## src/rtl/swd_params.svh

```systemverilog
`ifndef SWD_PARAMS_SVH
`define SWD_PARAMS_SVH

// ==========================================================================
// Opcodes of the hardware command class.
`define SWD_OP_HALT 8'h90
`define SWD_OP_ACK_ON 8'hd5
`define SWD_OP_ACK_OFF 8'hd6
`define SWD_OP_RD_BD_BYTE 8'he4
`define SWD_OP_RD_BD_WORD 8'hec
`define SWD_OP_RD_BYTE 8'he0
`define SWD_OP_RD_WORD 8'he8
`define SWD_OP_WR_BD_BYTE 8'hc4
`define SWD_OP_WR_BD_WORD 8'hcc
`define SWD_OP_WR_BYTE 8'hc0
`define SWD_OP_WR_WORD 8'hc8

// ==========================================================================
// Debug register window and the status register inside it.
`define SWD_DBG_GLOBAL_FIRST 24'h7fff00
`define SWD_DBG_GLOBAL_LAST 24'h7fff0b
`define SWD_STATUS_ADDR 16'hff01
`define SWD_STATUS_ENABLE_BIT 7
`define SWD_STATUS_ACTIVE_BIT 6
`define SWD_STATUS_UNSECURE_FLAG_BIT 1

// ==========================================================================
// Timing.
`define SWD_CLK_MHZ 25
`define SWD_STEAL_WAIT_CYC 128
`define SWD_RESUME_DLY_NS 160
`define SWD_RESUME_DLY_CYC ((`SWD_RESUME_DLY_NS * `SWD_CLK_MHZ + 999) / 1000)

`endif

```

## src/rtl/swd_pkg.sv

```systemverilog
package swd_pkg;
  typedef enum logic [0:0] {SWD_IDLE, SWD_BUS} swd_cmd_state_t;
  typedef enum logic [1:0] {SWD_ARB_IDLE, SWD_ARB_WAIT, SWD_ARB_ACCESS} swd_arb_state_t;
endpackage

```

## src/rtl/swd_hwcmd.sv

```systemverilog
`timescale 1ns/1ps
`include "swd_params.svh"
module swd_hwcmd
  import swd_pkg::*;
(
  input wire logic clk_in,
  input wire logic rst_in,
  input wire logic cmd_valid_in,
  input wire logic [7:0] cmd_opcode_in,
  input wire logic [15:0] cmd_addr_in,
  input wire logic [15:0] cmd_wdata_in,
  output logic cmd_ready_out,
  output logic [15:0] rd_data_out,
  output logic rd_valid_out,
  output logic ack_pulse_out,
  input wire logic fw_cmd_valid_in,
  input wire logic fw_cmd_leave_in,
  output logic fw_cmd_exec_out,
  input wire logic special_mode_in,
  input wire logic secured_in,
  input wire logic erase_check_done_in,
  input wire logic erase_ok_in,
  input wire logic cpu_halt_to_debug_instr_in,
  input wire logic ext_tag_in,
  input wire logic bkpt_in,
  input wire logic bkpt_after_next_in,
  input wire logic cpu_instr_done_in,
  output logic cpu_fw_start_out,
  output logic cpu_resume_out,
  input wire logic cpu_idle_in,
  output logic cpu_freeze_out,
  output logic bus_cyc_out,
  output logic [15:0] bus_addr_out,
  output logic bus_we_out,
  output logic [1:0] bus_be_out,
  output logic [15:0] bus_wdata_out,
  input wire logic [15:0] bus_rdata_in,
  input wire logic bus_done_in,
  output logic dbg_map_out,
  output logic fw_area_map_out,
  output logic debug_enable_flag_out,
  output logic unsecure_flag_out,
  output logic active_out
);
  localparam logic [2:0] RESUME_CYC = 3'(`SWD_RESUME_DLY_CYC);
  localparam logic [15:0] STATUS_ADDR = `SWD_STATUS_ADDR;

  // ========================================================================
  // Mode and security state.
  swd_cmd_state_t st_r;
  logic start_r;
  logic special_r;
  logic secured_r;
  logic enable_r;
  logic unsecure_flag_r;
  logic active_r;
  logic ack_en_r;
  logic halt_ack_pend_r;
  logic [1:0] entry_cnt_r;
  logic [2:0] resume_cnt_r;
  logic ack_r;
  logic fw_start_r;
  logic resume_r;
  logic [15:0] rd_data_r;
  logic rd_valid_r;

  // ========================================================================
  // Latched command.
  logic [15:0] addr_r;
  logic [15:0] wdata_r;
  logic word_r;
  logic we_r;
  logic bd_r;

  wire unsecured = ~secured_r | unsecure_flag_r;
  // Secured parts take hardware commands only in special mode once enabled or unsecured.
  wire hw_allowed = unsecured | (special_r & enable_r);
  wire accept = cmd_valid_in & (st_r == SWD_IDLE) & ~start_r;
  wire go = accept & hw_allowed;

  // ========================================================================
  // Opcode decode.
  wire op_halt = (cmd_opcode_in == `SWD_OP_HALT);
  wire op_ack_on = (cmd_opcode_in == `SWD_OP_ACK_ON);
  wire op_ack_off = (cmd_opcode_in == `SWD_OP_ACK_OFF);
  wire op_rd_bd = (cmd_opcode_in == `SWD_OP_RD_BD_BYTE) | (cmd_opcode_in == `SWD_OP_RD_BD_WORD);
  wire op_rd_mem = (cmd_opcode_in == `SWD_OP_RD_BYTE) | (cmd_opcode_in == `SWD_OP_RD_WORD);
  wire op_wr_bd = (cmd_opcode_in == `SWD_OP_WR_BD_BYTE) | (cmd_opcode_in == `SWD_OP_WR_BD_WORD);
  wire op_wr_mem = (cmd_opcode_in == `SWD_OP_WR_BYTE) | (cmd_opcode_in == `SWD_OP_WR_WORD);
  wire op_bus = op_rd_bd | op_rd_mem | op_wr_bd | op_wr_mem;
  wire op_word = cmd_opcode_in[3];
  wire op_we = ~cmd_opcode_in[5];
  wire op_bd = cmd_opcode_in[2];

  // ========================================================================
  // Activation.
  wire cpu_trig = cpu_halt_to_debug_instr_in | ext_tag_in | bkpt_in;
  wire idle_mode = ~active_r & (entry_cnt_r == 2'h0);
  wire halt_go = go & op_halt & enable_r;
  wire trig_go = idle_mode & enable_r & (halt_go | cpu_trig);
  wire trig_refused = ~enable_r & cpu_trig & (resume_cnt_r == 3'h0);
  // A breakpoint of the after type waits for one more instruction boundary.
  wire [1:0] entry_load = (bkpt_in & bkpt_after_next_in) ? 2'h2 : 2'h1;
  wire entry_reached = (entry_cnt_r == 2'h1) & cpu_instr_done_in;

  // ========================================================================
  // Bus access.
  wire bus_done;
  wire [15:0] rd_fmt;
  wire [15:0] lane_addr;
  wire status_hit = bd_r & (lane_addr[15:1] == STATUS_ADDR[15:1]) & (word_r | lane_addr[0]);
  wire [7:0] status_val = 8'((enable_r << `SWD_STATUS_ENABLE_BIT)
                            | (active_r << `SWD_STATUS_ACTIVE_BIT)
                            | (unsecure_flag_r << `SWD_STATUS_UNSECURE_FLAG_BIT));
  // Debug-unit reads of the status register see live state, never stale memory.
  wire [15:0] rd_final = status_hit ? {rd_fmt[15:8], status_val} : rd_fmt;
  wire status_wr = bus_done & we_r & status_hit;
  wire status_en_bit = wdata_r[`SWD_STATUS_ENABLE_BIT];

  swd_arb u_arb (
    .clk_in(clk_in),
    .rst_in(rst_in),
    .req_in(go & op_bus),
    .cpu_idle_in(cpu_idle_in),
    .bus_done_in(bus_done_in),
    .bus_cyc_out(bus_cyc_out),
    .freeze_out(cpu_freeze_out),
    .done_out(bus_done)
  );

  swd_lane u_lane (
    .addr_in(addr_r),
    .word_in(word_r),
    .rdata_in(bus_rdata_in),
    .addr_out(lane_addr),
    .be_out(bus_be_out),
    .rdata_out(rd_fmt)
  );

  assign bus_addr_out = lane_addr;
  assign bus_we_out = we_r;
  assign bus_wdata_out = wdata_r;
  // Debug resources appear only in the debug-space access cycle.
  assign dbg_map_out = bus_cyc_out & bd_r;
  // Memory commands run with the firmware area mapped out.
  assign fw_area_map_out = active_r & ~(bus_cyc_out & ~bd_r);
  assign cmd_ready_out = (st_r == SWD_IDLE) & ~start_r;
  assign fw_cmd_exec_out = fw_cmd_valid_in & unsecured & active_r;
  assign rd_data_out = rd_data_r;
  assign rd_valid_out = rd_valid_r;
  assign ack_pulse_out = ack_r;
  assign cpu_fw_start_out = fw_start_r;
  assign cpu_resume_out = resume_r;
  assign debug_enable_flag_out = enable_r;
  assign unsecure_flag_out = unsecure_flag_r;
  assign active_out = active_r;

  // ========================================================================
  // Command sequencing.
  always_ff @(posedge clk_in) begin
    if (rst_in) begin
      st_r <= SWD_IDLE;
      addr_r <= 16'h0000;
      wdata_r <= 16'h0000;
      word_r <= 1'b0;
      we_r <= 1'b0;
      bd_r <= 1'b0;
      rd_data_r <= 16'h0000;
      rd_valid_r <= 1'b0;
    end else begin
      rd_valid_r <= 1'b0;
      if (go & op_bus) begin
        st_r <= SWD_BUS;
        addr_r <= cmd_addr_in;
        wdata_r <= cmd_wdata_in;
        word_r <= op_word;
        we_r <= op_we;
        bd_r <= op_bd;
      end else if (bus_done) begin
        st_r <= SWD_IDLE;
        if (!we_r) begin
          rd_data_r <= rd_final;
          rd_valid_r <= 1'b1;
        end
      end
    end
  end

  // ========================================================================
  // Handshake.
  always_ff @(posedge clk_in) begin
    if (rst_in) begin
      ack_en_r <= 1'b0;
      ack_r <= 1'b0;
      halt_ack_pend_r <= 1'b0;
    end else begin
      ack_r <= 1'b0;
      if (go & op_ack_on) begin
        ack_en_r <= 1'b1;
        ack_r <= 1'b1;
      end else if (go & op_ack_off) begin
        ack_en_r <= 1'b0;
      end else if (bus_done & ack_en_r) begin
        ack_r <= 1'b1;
      end else if (entry_reached & halt_ack_pend_r & ack_en_r) begin
        ack_r <= 1'b1;
      end
      // Unknown opcodes fall through every branch above.
      if (trig_go & halt_go) begin
        halt_ack_pend_r <= 1'b1;
      end else if (entry_reached) begin
        halt_ack_pend_r <= 1'b0;
      end
    end
  end

  // ========================================================================
  // Security and activity flags.
  always_ff @(posedge clk_in) begin
    if (rst_in) begin
      start_r <= 1'b1;
      special_r <= 1'b0;
      secured_r <= 1'b0;
      enable_r <= 1'b0;
      unsecure_flag_r <= 1'b0;
      active_r <= 1'b0;
      entry_cnt_r <= 2'h0;
      fw_start_r <= 1'b0;
    end else begin
      fw_start_r <= 1'b0;
      // Straps are caught in the first cycle after reset, not by the reset itself.
      if (start_r) begin
        start_r <= 1'b0;
        special_r <= special_mode_in;
        secured_r <= secured_in;
        if (special_mode_in) begin
          enable_r <= 1'b1;
          active_r <= 1'b1;
        end
      end else begin
        if (status_wr) begin
          enable_r <= status_en_bit;
        end
        // The erase result is applied after the status write so that it wins.
        if (erase_check_done_in & special_r & secured_r) begin
          enable_r <= 1'b1;
          if (erase_ok_in) begin
            unsecure_flag_r <= 1'b1;
          end
        end
        if (trig_go) begin
          entry_cnt_r <= entry_load;
        end else if (cpu_instr_done_in & (entry_cnt_r != 2'h0)) begin
          entry_cnt_r <= entry_cnt_r - 2'h1;
        end
        if (entry_reached) begin
          active_r <= 1'b1;
          fw_start_r <= 1'b1;
        end else if (fw_cmd_exec_out & fw_cmd_leave_in) begin
          active_r <= 1'b0;
        end
      end
    end
  end

  // ========================================================================
  // Refused activation: the CPU is released after a short delay.
  always_ff @(posedge clk_in) begin
    if (rst_in) begin
      resume_cnt_r <= 3'h0;
      resume_r <= 1'b0;
    end else begin
      resume_r <= 1'b0;
      if (trig_refused) begin
        resume_cnt_r <= RESUME_CYC;
      end else if (resume_cnt_r != 3'h0) begin
        resume_cnt_r <= resume_cnt_r - 3'h1;
        if (resume_cnt_r == 3'h1) begin
          resume_r <= 1'b1;
        end
      end
    end
  end
endmodule

```

## src/rtl/swd_lane.sv

```systemverilog
`timescale 1ns/1ps
module swd_lane
  import swd_pkg::*;
(
  input wire logic [15:0] addr_in,
  input wire logic word_in,
  input wire logic [15:0] rdata_in,
  output logic [15:0] addr_out,
  output logic [1:0] be_out,
  output logic [15:0] rdata_out
);
  wire odd = addr_in[0];
  wire [15:0] byte_rd = odd ? {8'h00, rdata_in[7:0]} : {rdata_in[15:8], 8'h00};

  // A misaligned word is taken at the even address below it.
  assign addr_out = word_in ? {addr_in[15:1], 1'b0} : addr_in;
  // Even address on the high lane, odd address on the low lane.
  assign be_out = word_in ? 2'h3 : (odd ? 2'h1 : 2'h2);
  // A byte read still returns sixteen bits with only one lane valid.
  assign rdata_out = word_in ? rdata_in : byte_rd;
endmodule

```

## src/rtl/swd_arb.sv

```systemverilog
`timescale 1ns/1ps
`include "swd_params.svh"
module swd_arb
  import swd_pkg::*;
(
  input wire logic clk_in,
  input wire logic rst_in,
  input wire logic req_in,
  input wire logic cpu_idle_in,
  input wire logic bus_done_in,
  output logic bus_cyc_out,
  output logic freeze_out,
  output logic done_out
);
  localparam logic [6:0] LAST_WAIT = 7'(`SWD_STEAL_WAIT_CYC - 1);

  swd_arb_state_t st_r, st_nxt;
  logic [6:0] cnt_r, cnt_nxt;
  logic stolen_r, stolen_nxt;
  logic first_r, first_nxt;

  wire in_access = (st_r == SWD_ARB_ACCESS);
  wire timeout = (cnt_r == LAST_WAIT);

  assign bus_cyc_out = in_access;
  assign done_out = in_access & bus_done_in;
  // A stolen cycle freezes the CPU; so does every cycle after the first.
  assign freeze_out = in_access & (stolen_r | ~first_r);

  always_comb begin
    st_nxt = st_r;
    cnt_nxt = cnt_r;
    stolen_nxt = stolen_r;
    first_nxt = 1'b0;
    unique case (st_r)
      SWD_ARB_IDLE: begin
        if (req_in) begin
          st_nxt = SWD_ARB_WAIT;
          cnt_nxt = 7'h00;
        end
      end
      SWD_ARB_WAIT: begin
        cnt_nxt = cnt_r + 7'h01;
        if (cpu_idle_in) begin
          st_nxt = SWD_ARB_ACCESS;
          stolen_nxt = 1'b0;
          first_nxt = 1'b1;
        end else if (timeout) begin
          st_nxt = SWD_ARB_ACCESS;
          stolen_nxt = 1'b1;
          first_nxt = 1'b1;
        end
      end
      SWD_ARB_ACCESS: begin
        if (bus_done_in) begin
          st_nxt = SWD_ARB_IDLE;
        end
      end
      default: st_nxt = SWD_ARB_IDLE;
    endcase
  end

  always_ff @(posedge clk_in) begin
    if (rst_in) begin
      st_r <= SWD_ARB_IDLE;
      cnt_r <= 7'h00;
      stolen_r <= 1'b0;
      first_r <= 1'b0;
    end else begin
      st_r <= st_nxt;
      cnt_r <= cnt_nxt;
      stolen_r <= stolen_nxt;
      first_r <= first_nxt;
    end
  end
endmodule

```

## config.mk

```make
export PLATFORM = sky130hd
export DESIGN_NAME = swd_hwcmd
export DESIGN_NICKNAME = d
export VERILOG_FILES = /design/src/rtl/swd_pkg.sv /design/src/rtl/swd_hwcmd.sv /design/src/rtl/swd_lane.sv /design/src/rtl/swd_arb.sv
export VERILOG_INCLUDE_DIRS = /design/src /design/src/rtl
export SDC_FILE = /design/constraint.sdc
export NUM_CORES = 1
export LEC_CHECK = 0
export BUFFER_PORTS_ARGS = -buffer_cell sky130_fd_sc_hd__buf_2
export CORE_ASPECT_RATIO = 0.5
export CORE_MARGIN = 2
export CORE_UTILIZATION = 45
export DETAILED_ROUTE_END_ITERATION = 7
export GPL_TIMING_DRIVEN = 1
export PLACE_DENSITY = 0.84
export SETUP_SLACK_MARGIN = 0.3
export SLEW_MARGIN = 20
export SYNTH_ARGS = -nofsm -noshare
export SYNTH_HDL_FRONTEND = slang
export SYNTH_SLANG_ARGS = --single-unit
```

## constraint.sdc

```tcl
create_clock -name clk_in -period 2.6 [get_ports clk_in]
set_clock_uncertainty 0.2 [all_clocks]
set_input_delay 0.52 -clock clk_in [delete_from_list [all_inputs] [get_ports clk_in]]
set_output_delay 0.52 -clock clk_in [all_outputs]
set_load 0.05 [all_outputs]
```

## After elaboration in Yosys (flattened, before gate mapping)

Index checks and enable logic that the tools add are counted.

| cells by class | value |
|---|---|
| $add $sub $neg | 3 |
| equality and inequality tests | 21 |
| muxes and demuxes | 43 |
| bitwise operators | 66 |
| reductions and logical operators | 27 |

Operators by type and width:

| cell | count |
|---|---|
| == test 8 bit (second input constant) | 11 |
| bitwise AND 1 bit | 36 |
| two-way mux 16 bit | 2 |
| two-way mux 1 bit | 26 |
| two-way mux 2 bit | 9 |
| nonzero test 2 bit | 8 |
| == test 15 bit (second input constant) | 1 |
| inverter 1 bit | 14 |
| OR 1 bit | 14 |
| case mux 7 bit (2 select lines) | 1 |
| AND reduction 2 bit | 5 |
| AND reduction 3 bit | 3 |
| nonzero test 3 bit | 3 |
| two-way mux 8 bit | 1 |
| OR 8 x 2 -> 8 bit | 1 |
| OR 8 x 7 -> 8 bit | 1 |
| adder 7 x 1 -> 7 bit (second input constant) | 1 |
| == test 7 bit (second input constant) | 1 |
| two-way mux 7 bit | 1 |
| two-way mux 3 bit | 2 |
| case mux 2 bit (3 select lines) | 1 |
| OR reduction 2 bit | 3 |
| OR reduction 3 bit | 2 |
| == test 2 x 1 -> 1 bit (second input constant) | 2 |
| other kinds (9) | 11 |

| storage, ports and cells | value |
|---|---|
| flip-flop bits (word level) | 80 |
| input port bits | 72 |
| output and inout bits | 64 |
| word-level logic and storage cells | 186 |

## Depth between registers and ports, before layout

Gate-level depths: netlist (run 1).

| depth | value |
|---|---|
| depth in word-level cells | 10 |
| mapped depth | 7 |
| depth with buffers taken out | 6 |

## Cells and area by module

Synthesis (run 1) repeated with hierarchy kept, for this count alone.

| unflattened totals | value |
|---|---|
| cells, all modules | 429 |
| area, all modules | 3613.5 µm² |

By module, submodules not included:

| module | times used | cells each | area each (µm²) | seq. area each (µm²) |
|---|---|---|---|---|
| swd_hwcmd | 1 | 329 | 2820.2 | 1381.3 |
| swd_arb | 1 | 64 | 555.5 | 220.2 |
| swd_lane | 1 | 36 | 237.7 | 0.0 |

## Worst setup path after synthesis (run 1)

Ideal clock, no wire load.

| timing path | value |
|---|---|
| path kind | register to register |
| start | register enable_r, in the netlist debug_enable_flag_out |
| end | register entry_cnt_r[0] |
| setup time | 0.131 ns |
| arrival time | 1.980 ns |
| data required time | 2.269 ns |
| slack | 0.289 ns |
| stages on the path, launching flop included | 6 |
| buffers on the path | 1 |
| cells stage by stage | dfxtp_1 buf_4 or4b_4 a2111oi_4 o221a_2 o22ai_1 |

| between the ends | value |
|---|---|
| word-level cells in the longest chain between the ends | 9 |

Ends and longest elaborated chain:

| what | RTL line | text |
|---|---|---|
| start: declaration | swd_hwcmd.sv:54 | `logic enable_r;` |
| start signal: assignment | swd_hwcmd.sv:242 | `enable_r <= status_en_bit;` |
| bitwise AND 1 bit | swd_hwcmd.sv:77 | `wire hw_allowed = unsecured \| (special_r & enable_r);` |
| OR 1 bit | swd_hwcmd.sv:77 |  |
| bitwise AND 1 bit | swd_hwcmd.sv:79 | `wire go = accept & hw_allowed;` |
| bitwise AND 1 bit (2 in a row) | swd_hwcmd.sv:99 | `wire halt_go = go & op_halt & enable_r;` |
| OR 1 bit | swd_hwcmd.sv:100 | `wire trig_go = idle_mode & enable_r & (halt_go \| cpu_trig);` |
| bitwise AND 1 bit * | swd_hwcmd.sv:100 |  |
| nonzero test 2 bit (no line) | n/a |  |
| AND reduction 2 bit (no line) | n/a |  |
| end signal: assignment | swd_hwcmd.sv:252 | `entry_cnt_r <= entry_load;` |
| end signal: assignment | swd_hwcmd.sv:254 | `entry_cnt_r <= entry_cnt_r - 2'h1;` |
| end: declaration | swd_hwcmd.sv:59 | `logic [1:0] entry_cnt_r;` |

Every way passes the cells marked *; elsewhere a longest branch is shown, timed or not.
A chain may end at the register's enable or synchronous reset.

## Final worst setup path (run 1)

| timing path | value |
|---|---|
| start | register unsecure_flag_r, in the netlist unsecure_flag_out |
| end | output fw_cmd_exec_out |

| between the ends | value |
|---|---|
| word-level cells in the longest chain between the ends | 3 |

Ends and longest elaborated chain:

| what | RTL line | text |
|---|---|---|
| start: declaration | swd_hwcmd.sv:55 | `logic unsecure_flag_r;` |
| start signal: assignment | swd_hwcmd.sv:225 | `unsecure_flag_r <= 1'b0;` |
| start signal: assignment | swd_hwcmd.sv:248 | `unsecure_flag_r <= 1'b1;` |
| OR 1 bit | swd_hwcmd.sv:75 | `wire unsecured = ~secured_r \| unsecure_flag_r;` |
| bitwise AND 1 bit (2 in a row) | swd_hwcmd.sv:148 | `assign fw_cmd_exec_out = fw_cmd_valid_in & unsecured & active_r;` |
| end: declaration | swd_hwcmd.sv:18 | `output logic fw_cmd_exec_out,` |

No other way between the ends.

==> results of run 1 <==
==> timing repair <==
action / in CTS / in global routing
hold endpoints to repair: 0 / 0
setup endpoints to repair: 0 / 2
resized for setup: 0 / 1
==> critical path: stages (launching register included) <==
cell and delay [ns]:
dfxtp_1 0.40, nand2b_1 0.18, and3_1 0.21, buf_2 0.28
==> power by group <==
part           switching, mW  total, mW  internal, mW
sequential            0.0337       1.29          1.26
combinational          0.181      0.312         0.131
clock                  0.487       1.38         0.891
total                  0.702       2.98          2.28
==> kinds of logic (layout without fill, tap and decap cells) <==
kind of cell | Yosys count | after routing | synth area share (%)
and+or+nand+nor | 166 | 166 | 23.10
AOI/OAI and AO/OA | 111 | 111 | 19.72
DFF | 80 | 80 | 44.60
buffers and inverters | 58 | 176 | 7.979
muxes | 9 | 9 | 2.509
adders and majority gates | 6 | 6 | 2.091
==> through the flow <==
stage | hold slack [ns] | power [mW]
2_1_floorplan | 0.2446 | 1.518
3_3_place_gp | 0.2420 | 1.618
3_5_place_dp | 0.2477 | 1.629
4_1_cts | 0.1769 | 3.005
5_1_grt | 0.1957 | 3.112
6_report | 0.1883 | 2.984
==> final timing paths <==
| check | slack, ns | cells past startpoint | endpoint |
|---|---|---|---|
| min | 0.19 | 2 | bus_we_out |
| max | 0.46 | 3 | fw_cmd_exec_out |
| max reg2reg | 0.56 | 4 | entry_cnt_r[0] |
| min reg2reg | 0.25 | 2 | bus_wdata_out[4] |
==> flip-flops by register name, summed over array words and instances (netlist names), 2 cells and up <==
signal	flops
u_arb.st_r	2
resume_cnt_r	3
bus_wdata_out	16
rd_data_out	16
addr_r	16
entry_cnt_r	2
u_arb.cnt_r	7
==> layout make-up <==
| type | count | area [um^2] |
|---|---|---|
| clock buffers | 11 | 252.7 |
| clock inverters | 5 | 78.83 |
| fillers | 671 | 2925 |
| inverters | 16 | 60.06 |
| multi-input cells | 292 | 1703 |
| flip-flops and latches | 80 | 1604 |
| well taps | 108 | 135.1 |
| repair buffers | 144 | 755.7 |
==> cells in the mapped netlist (all sizes together) (2+ instances only) <==
cell type	count	area share, %
nor3b	2	0.42
o32ai	5	1.2
nand3	6	0.84
o21bai	3	0.63
nand3b	3	0.63
a211oi	4	0.84
inv	16	1.7
o21a	2	0.42
and2	2	0.35
nor4b	4	0.98
nand2b	8	1.4
a21oi	57	7.9
o2bb2ai	3	0.73
a2111oi	2	1.2
and4	2	0.49
nor2b	5	0.87
o21ai	16	2.2
a21boi	2	0.42
buf	24	4.4
or4b	2	0.66
o31a	2	0.49
nand4	13	2.3
o211ai	2	0.42
mux2i	9	2.5
and3	2	0.35
or3	2	0.35
ha	6	2.1
clkbuf	18	1.9
nor3	10	1.4
a41oi	2	0.49
dfxtp	80	45
and4b	2	0.56
nor2	21	2.2
nand2	77	8.0
a221oi	2	0.49
==> metal layers <==
| layer | GRT usage, % | vias to the layer above | wire length (um) |
|---|---|---|---|
| met5 | 0 | - | 0 |
| met4 | 6.516 | 0 | 118 |
| met3 | 8.082 | 10 | 570 |
| met1 | 24.38 | 1607 | 3868 |
| met2 | 37.63 | 91 | 4692 |
| li1 | - | 1722 | - |
==> run metrics, run 1 <==
worst setup margin 0.4645 ns; Cell variety after synth 54; worst setup path class register to primary output; Starting Density 47.79%; synthesized cell area 0.003591 mm^2; wirelength, routed 9250 um; Clock Latency Late Sink 0.34 ns; yosys synthesis warning count 0; unrepaired setup endpoints after global routing no; post-route cell area 0.004589 mm^2; cell count after synthesis 430; most frequent cells in the layout buf_2 (135), dfxtp_1 (78), nand2_1 (77), a21oi_1 (57), nor2_1 (21); Die X 130.3 um; Total Neg Setup Slack 0 ns; largest net degree at the start of global routing 50; Synth-to-Final Area Change 27.80%; PortBufs 135; Final Net Count 621; PwrDens 650.2 mW/mm^2; Antenna Violating Nets Remaining 0; CTS tree built; Post-synth EDFFs 0; Worst Path Max Fanout 5; Final period util 82.14%; Leak 1.956 nW; Avg Inst Size Synth 8.351 um^2; CP required 1.88 ns; status completed; FF+latch count, synth 80; Avg WL per Cell 14.10 um; Slew Limit Fails 0; Fin. Hold Viols 0; reg2reg start debug_enable_flag_out; final setup vio count 0; Detail Placement HPWL 6595 um; n_diodes 0; asr flop ratio synth 0%; layout cells sized above 1 31.02%; Max IR drop VDD 0.0004567 V; Final Util 61.07%; pre-CTS setup slack 0.2927 ns; H-tree depth 3; first-pass GRT wire length 14400 um; Detailed Route Iter0 Violations 240; Hold Crit Class input port to register; TritonRoute pass-1 iters 4; post-synthesis sequential area ratio 44.60%; CP endpoint kind primary output; hold_sp cmd_opcode_in[5]; Core ar. 0.007515 mm^2; row count 22; Residual DRC 0; measured slew at the worst slew-check pin 0.6676 ns; Finished Layout Cells 656; # Post-CTS Setup Buffers 0; Critical Path Start Type register; Die ar. 0.008754 mm^2; CP arrival 1.42 ns; Slew headroom 55.49%; crit path from unsecure_flag_out; Mapped Nets 508; post-placement cell area 0.004257 mm^2; vias in the first global route 3149; Total GRT Usage 21.27%; Clock Tree Buf Depth 2; Die H 67.17 um; Worst-path clk slew 0.06 ns; initial antenna violation count 0; vias 3430; post-cts hold buffer count 0; # IOs 136; GPL Wtd Cong 0.8119; Max-cap violations 0; highest clock rate 468.3 MHz; grt total ovfl 0; CTS sink count 80; placed cells 640; post-layout minimum cycle time 2.136 ns; DR vias/cell 5.229; ys flop type dfxtp_1; commonest non-fill, non-tap cell in the layout buf_2; number of CTS-inserted buffers 9; root buf cell clkbuf_16
Note: power is estimated with default switching activity, not from simulation.
==> run 2: changes to the inputs <==
- clock period: 2.6 -> 2.12 ns (I/O delays scaled with it)
==> run 2 against run 1 <==
Sequential cell count unchanged. Via count up 10%. Clock power rose by 28%. Combinational power rose by 33%. Largest cell class unchanged. Register-to-register slack got worse by 0.45 ns. Hold slack worse by 0.074 ns. Critical endpoint is now ack_pulse_out. Critical path depth is 2 higher. Count of clock-buffer cells in the layout is 1 lower. Critical path type is now register to register. Design area up 9.0%. Sequential share of layout area fell by 2.6 points.
==> run metrics, run 2 (synthesis gave the netlist of run 1 again) <==
number of CTS-inserted buffers 9; n_diodes 0; Final period util 95.00%; Max IR drop VDD 0.0004459 V; Detailed Route Iter0 Violations 398; first-pass GRT wire length 15140 um; Final Util 66.55%; commonest non-fill, non-tap cell in the layout buf_2; Clock Tree Buf Depth 2; Final Net Count 647; Avg WL per Cell 16.16 um; Clock Latency Late Sink 0.34 ns; CP required 2.18 ns; GPL Wtd Cong 0.8557; Fin. Hold Viols 0; Slew headroom 66.27%; vias 3788; pre-CTS setup slack -0.03688 ns; Tot Pwr 3.754 mW; # IOs 136; slowest CP cell or4bb_4; Slew Limit Fails 0; vias in the first global route 3268; unrepaired setup endpoints after global routing yes; TritonRoute pass-1 iters 5; most frequent cells in the layout buf_2 (127), nand2_1 (76), dfxtp_1 (71), a21oi_1 (55), buf_4 (33); row count 22; post-layout minimum cycle time 2.014 ns; largest net degree at the start of global routing 37; Critical Path Start Type register; DR vias/cell 5.554; post-cts hold buffer count 0; Worst-path clk slew 0.06 ns; crit-path max cell delay 0.58 ns; Die ar. 0.008754 mm^2; layout cells sized above 1 39.02%; Die H 67.17 um; Worst Path Max Fanout 4; highest clock rate 496.5 MHz; measured slew at the worst slew-check pin 0.4994 ns; Max-cap violations 0; Buf+Inv Stages, Crit Path 1; status completed; post-route cell area 0.005001 mm^2; Core ar. 0.007515 mm^2; final setup vio count 0; Die X 130.3 um; delay-heaviest family, CP compound AO/OA/AOI/OAI gates; H-tree depth 3; PortBufs 135; Residual DRC 0; PwrDens 750.7 mW/mm^2; worst setup path class register to register; CTS sink count 80; grt total ovfl 0; wirelength, routed 11020 um; worst setup margin 0.1060 ns; Hold Crit Class input port to register; CTS tree built; CP arrival 2.08 ns; Antenna Violating Nets Remaining 0; Detail Placement HPWL 6859 um; initial antenna violation count 0; post-placement cell area 0.004345 mm^2; CP endpoint kind register; root buf cell clkbuf_16; final hold slack 0.1140 ns; Synth-to-Final Area Change 39.27%; Leak 2.102 nW; cells along the critical path or4bb_4 > buf_4 > a2111oi_2 > o21bai_1 > a21oi_1; Total GRT Usage 22.31%; Starting Density 47.79%
[run 2: stage by stage]
step           std cells  setup TNS (ns)
2_1_floorplan        430               0
3_5_place_dp         649        -0.06950
6_report             682               0
5_1_grt              682               0
3_3_place_gp         649       -0.001638
4_1_cts              670               0
[run 2: path summary, 6_finish.rpt]
path | startpoint | to | slack (ns) | cells after the start
max | st_r | ack_pulse_out | 0.11 | 5
min | cmd_wdata_in[1] | bus_wdata_out[1] | 0.11 | 3
max reg2reg | st_r | ack_pulse_out | 0.11 | 5
min reg2reg | bus_wdata_out[15] | bus_wdata_out[15] | 0.26 | 2
[run 2: layer usage]
metal  up-vias  GRT usage, %  part of all wire (%)
li1       1786             -                     -
met1      1768         26.24                    41
met2       187         37.57                    48
met3        47         8.241                   8.0
met4         0         9.309                   3.4
met5         -             0                     0
[run 2: cell type report]
cell class,instances,area [um^2]
Fill cell,578,2514
Multi-Input combinational cell,292,1832
Sequential cell,80,1618
Timing Repair Buffer,170,1013
Clock buffer,10,229.0
Tap cell,108,135.1
Clock inverter,6,107.6
Inverter,16,66.31
[run 2: worst reg2reg max path, cell delays in order, from the launching register on]
cell and delay [ns]:
dfxtp_1 0.38, or4bb_4 0.58, buf_4 0.16, a2111oi_2 0.30
o21bai_1 0.15, a21oi_1 0.16
[run 2: power by group]
part	internal (mW)	leakage [nW]	switching (mW)
clock	1.15	0.162	0.609
sequential	1.55	0.651	0.0378
combinational	0.180	1.29	0.236
total	2.87	2.10	0.883
[run 2: timing repair]
item	4_1_cts	5_1_grt
gates cloned	0	4
endpoints found under the setup margin	32	71
resized for setup	26	24
buffers inserted	5	8
pin swaps	5	4
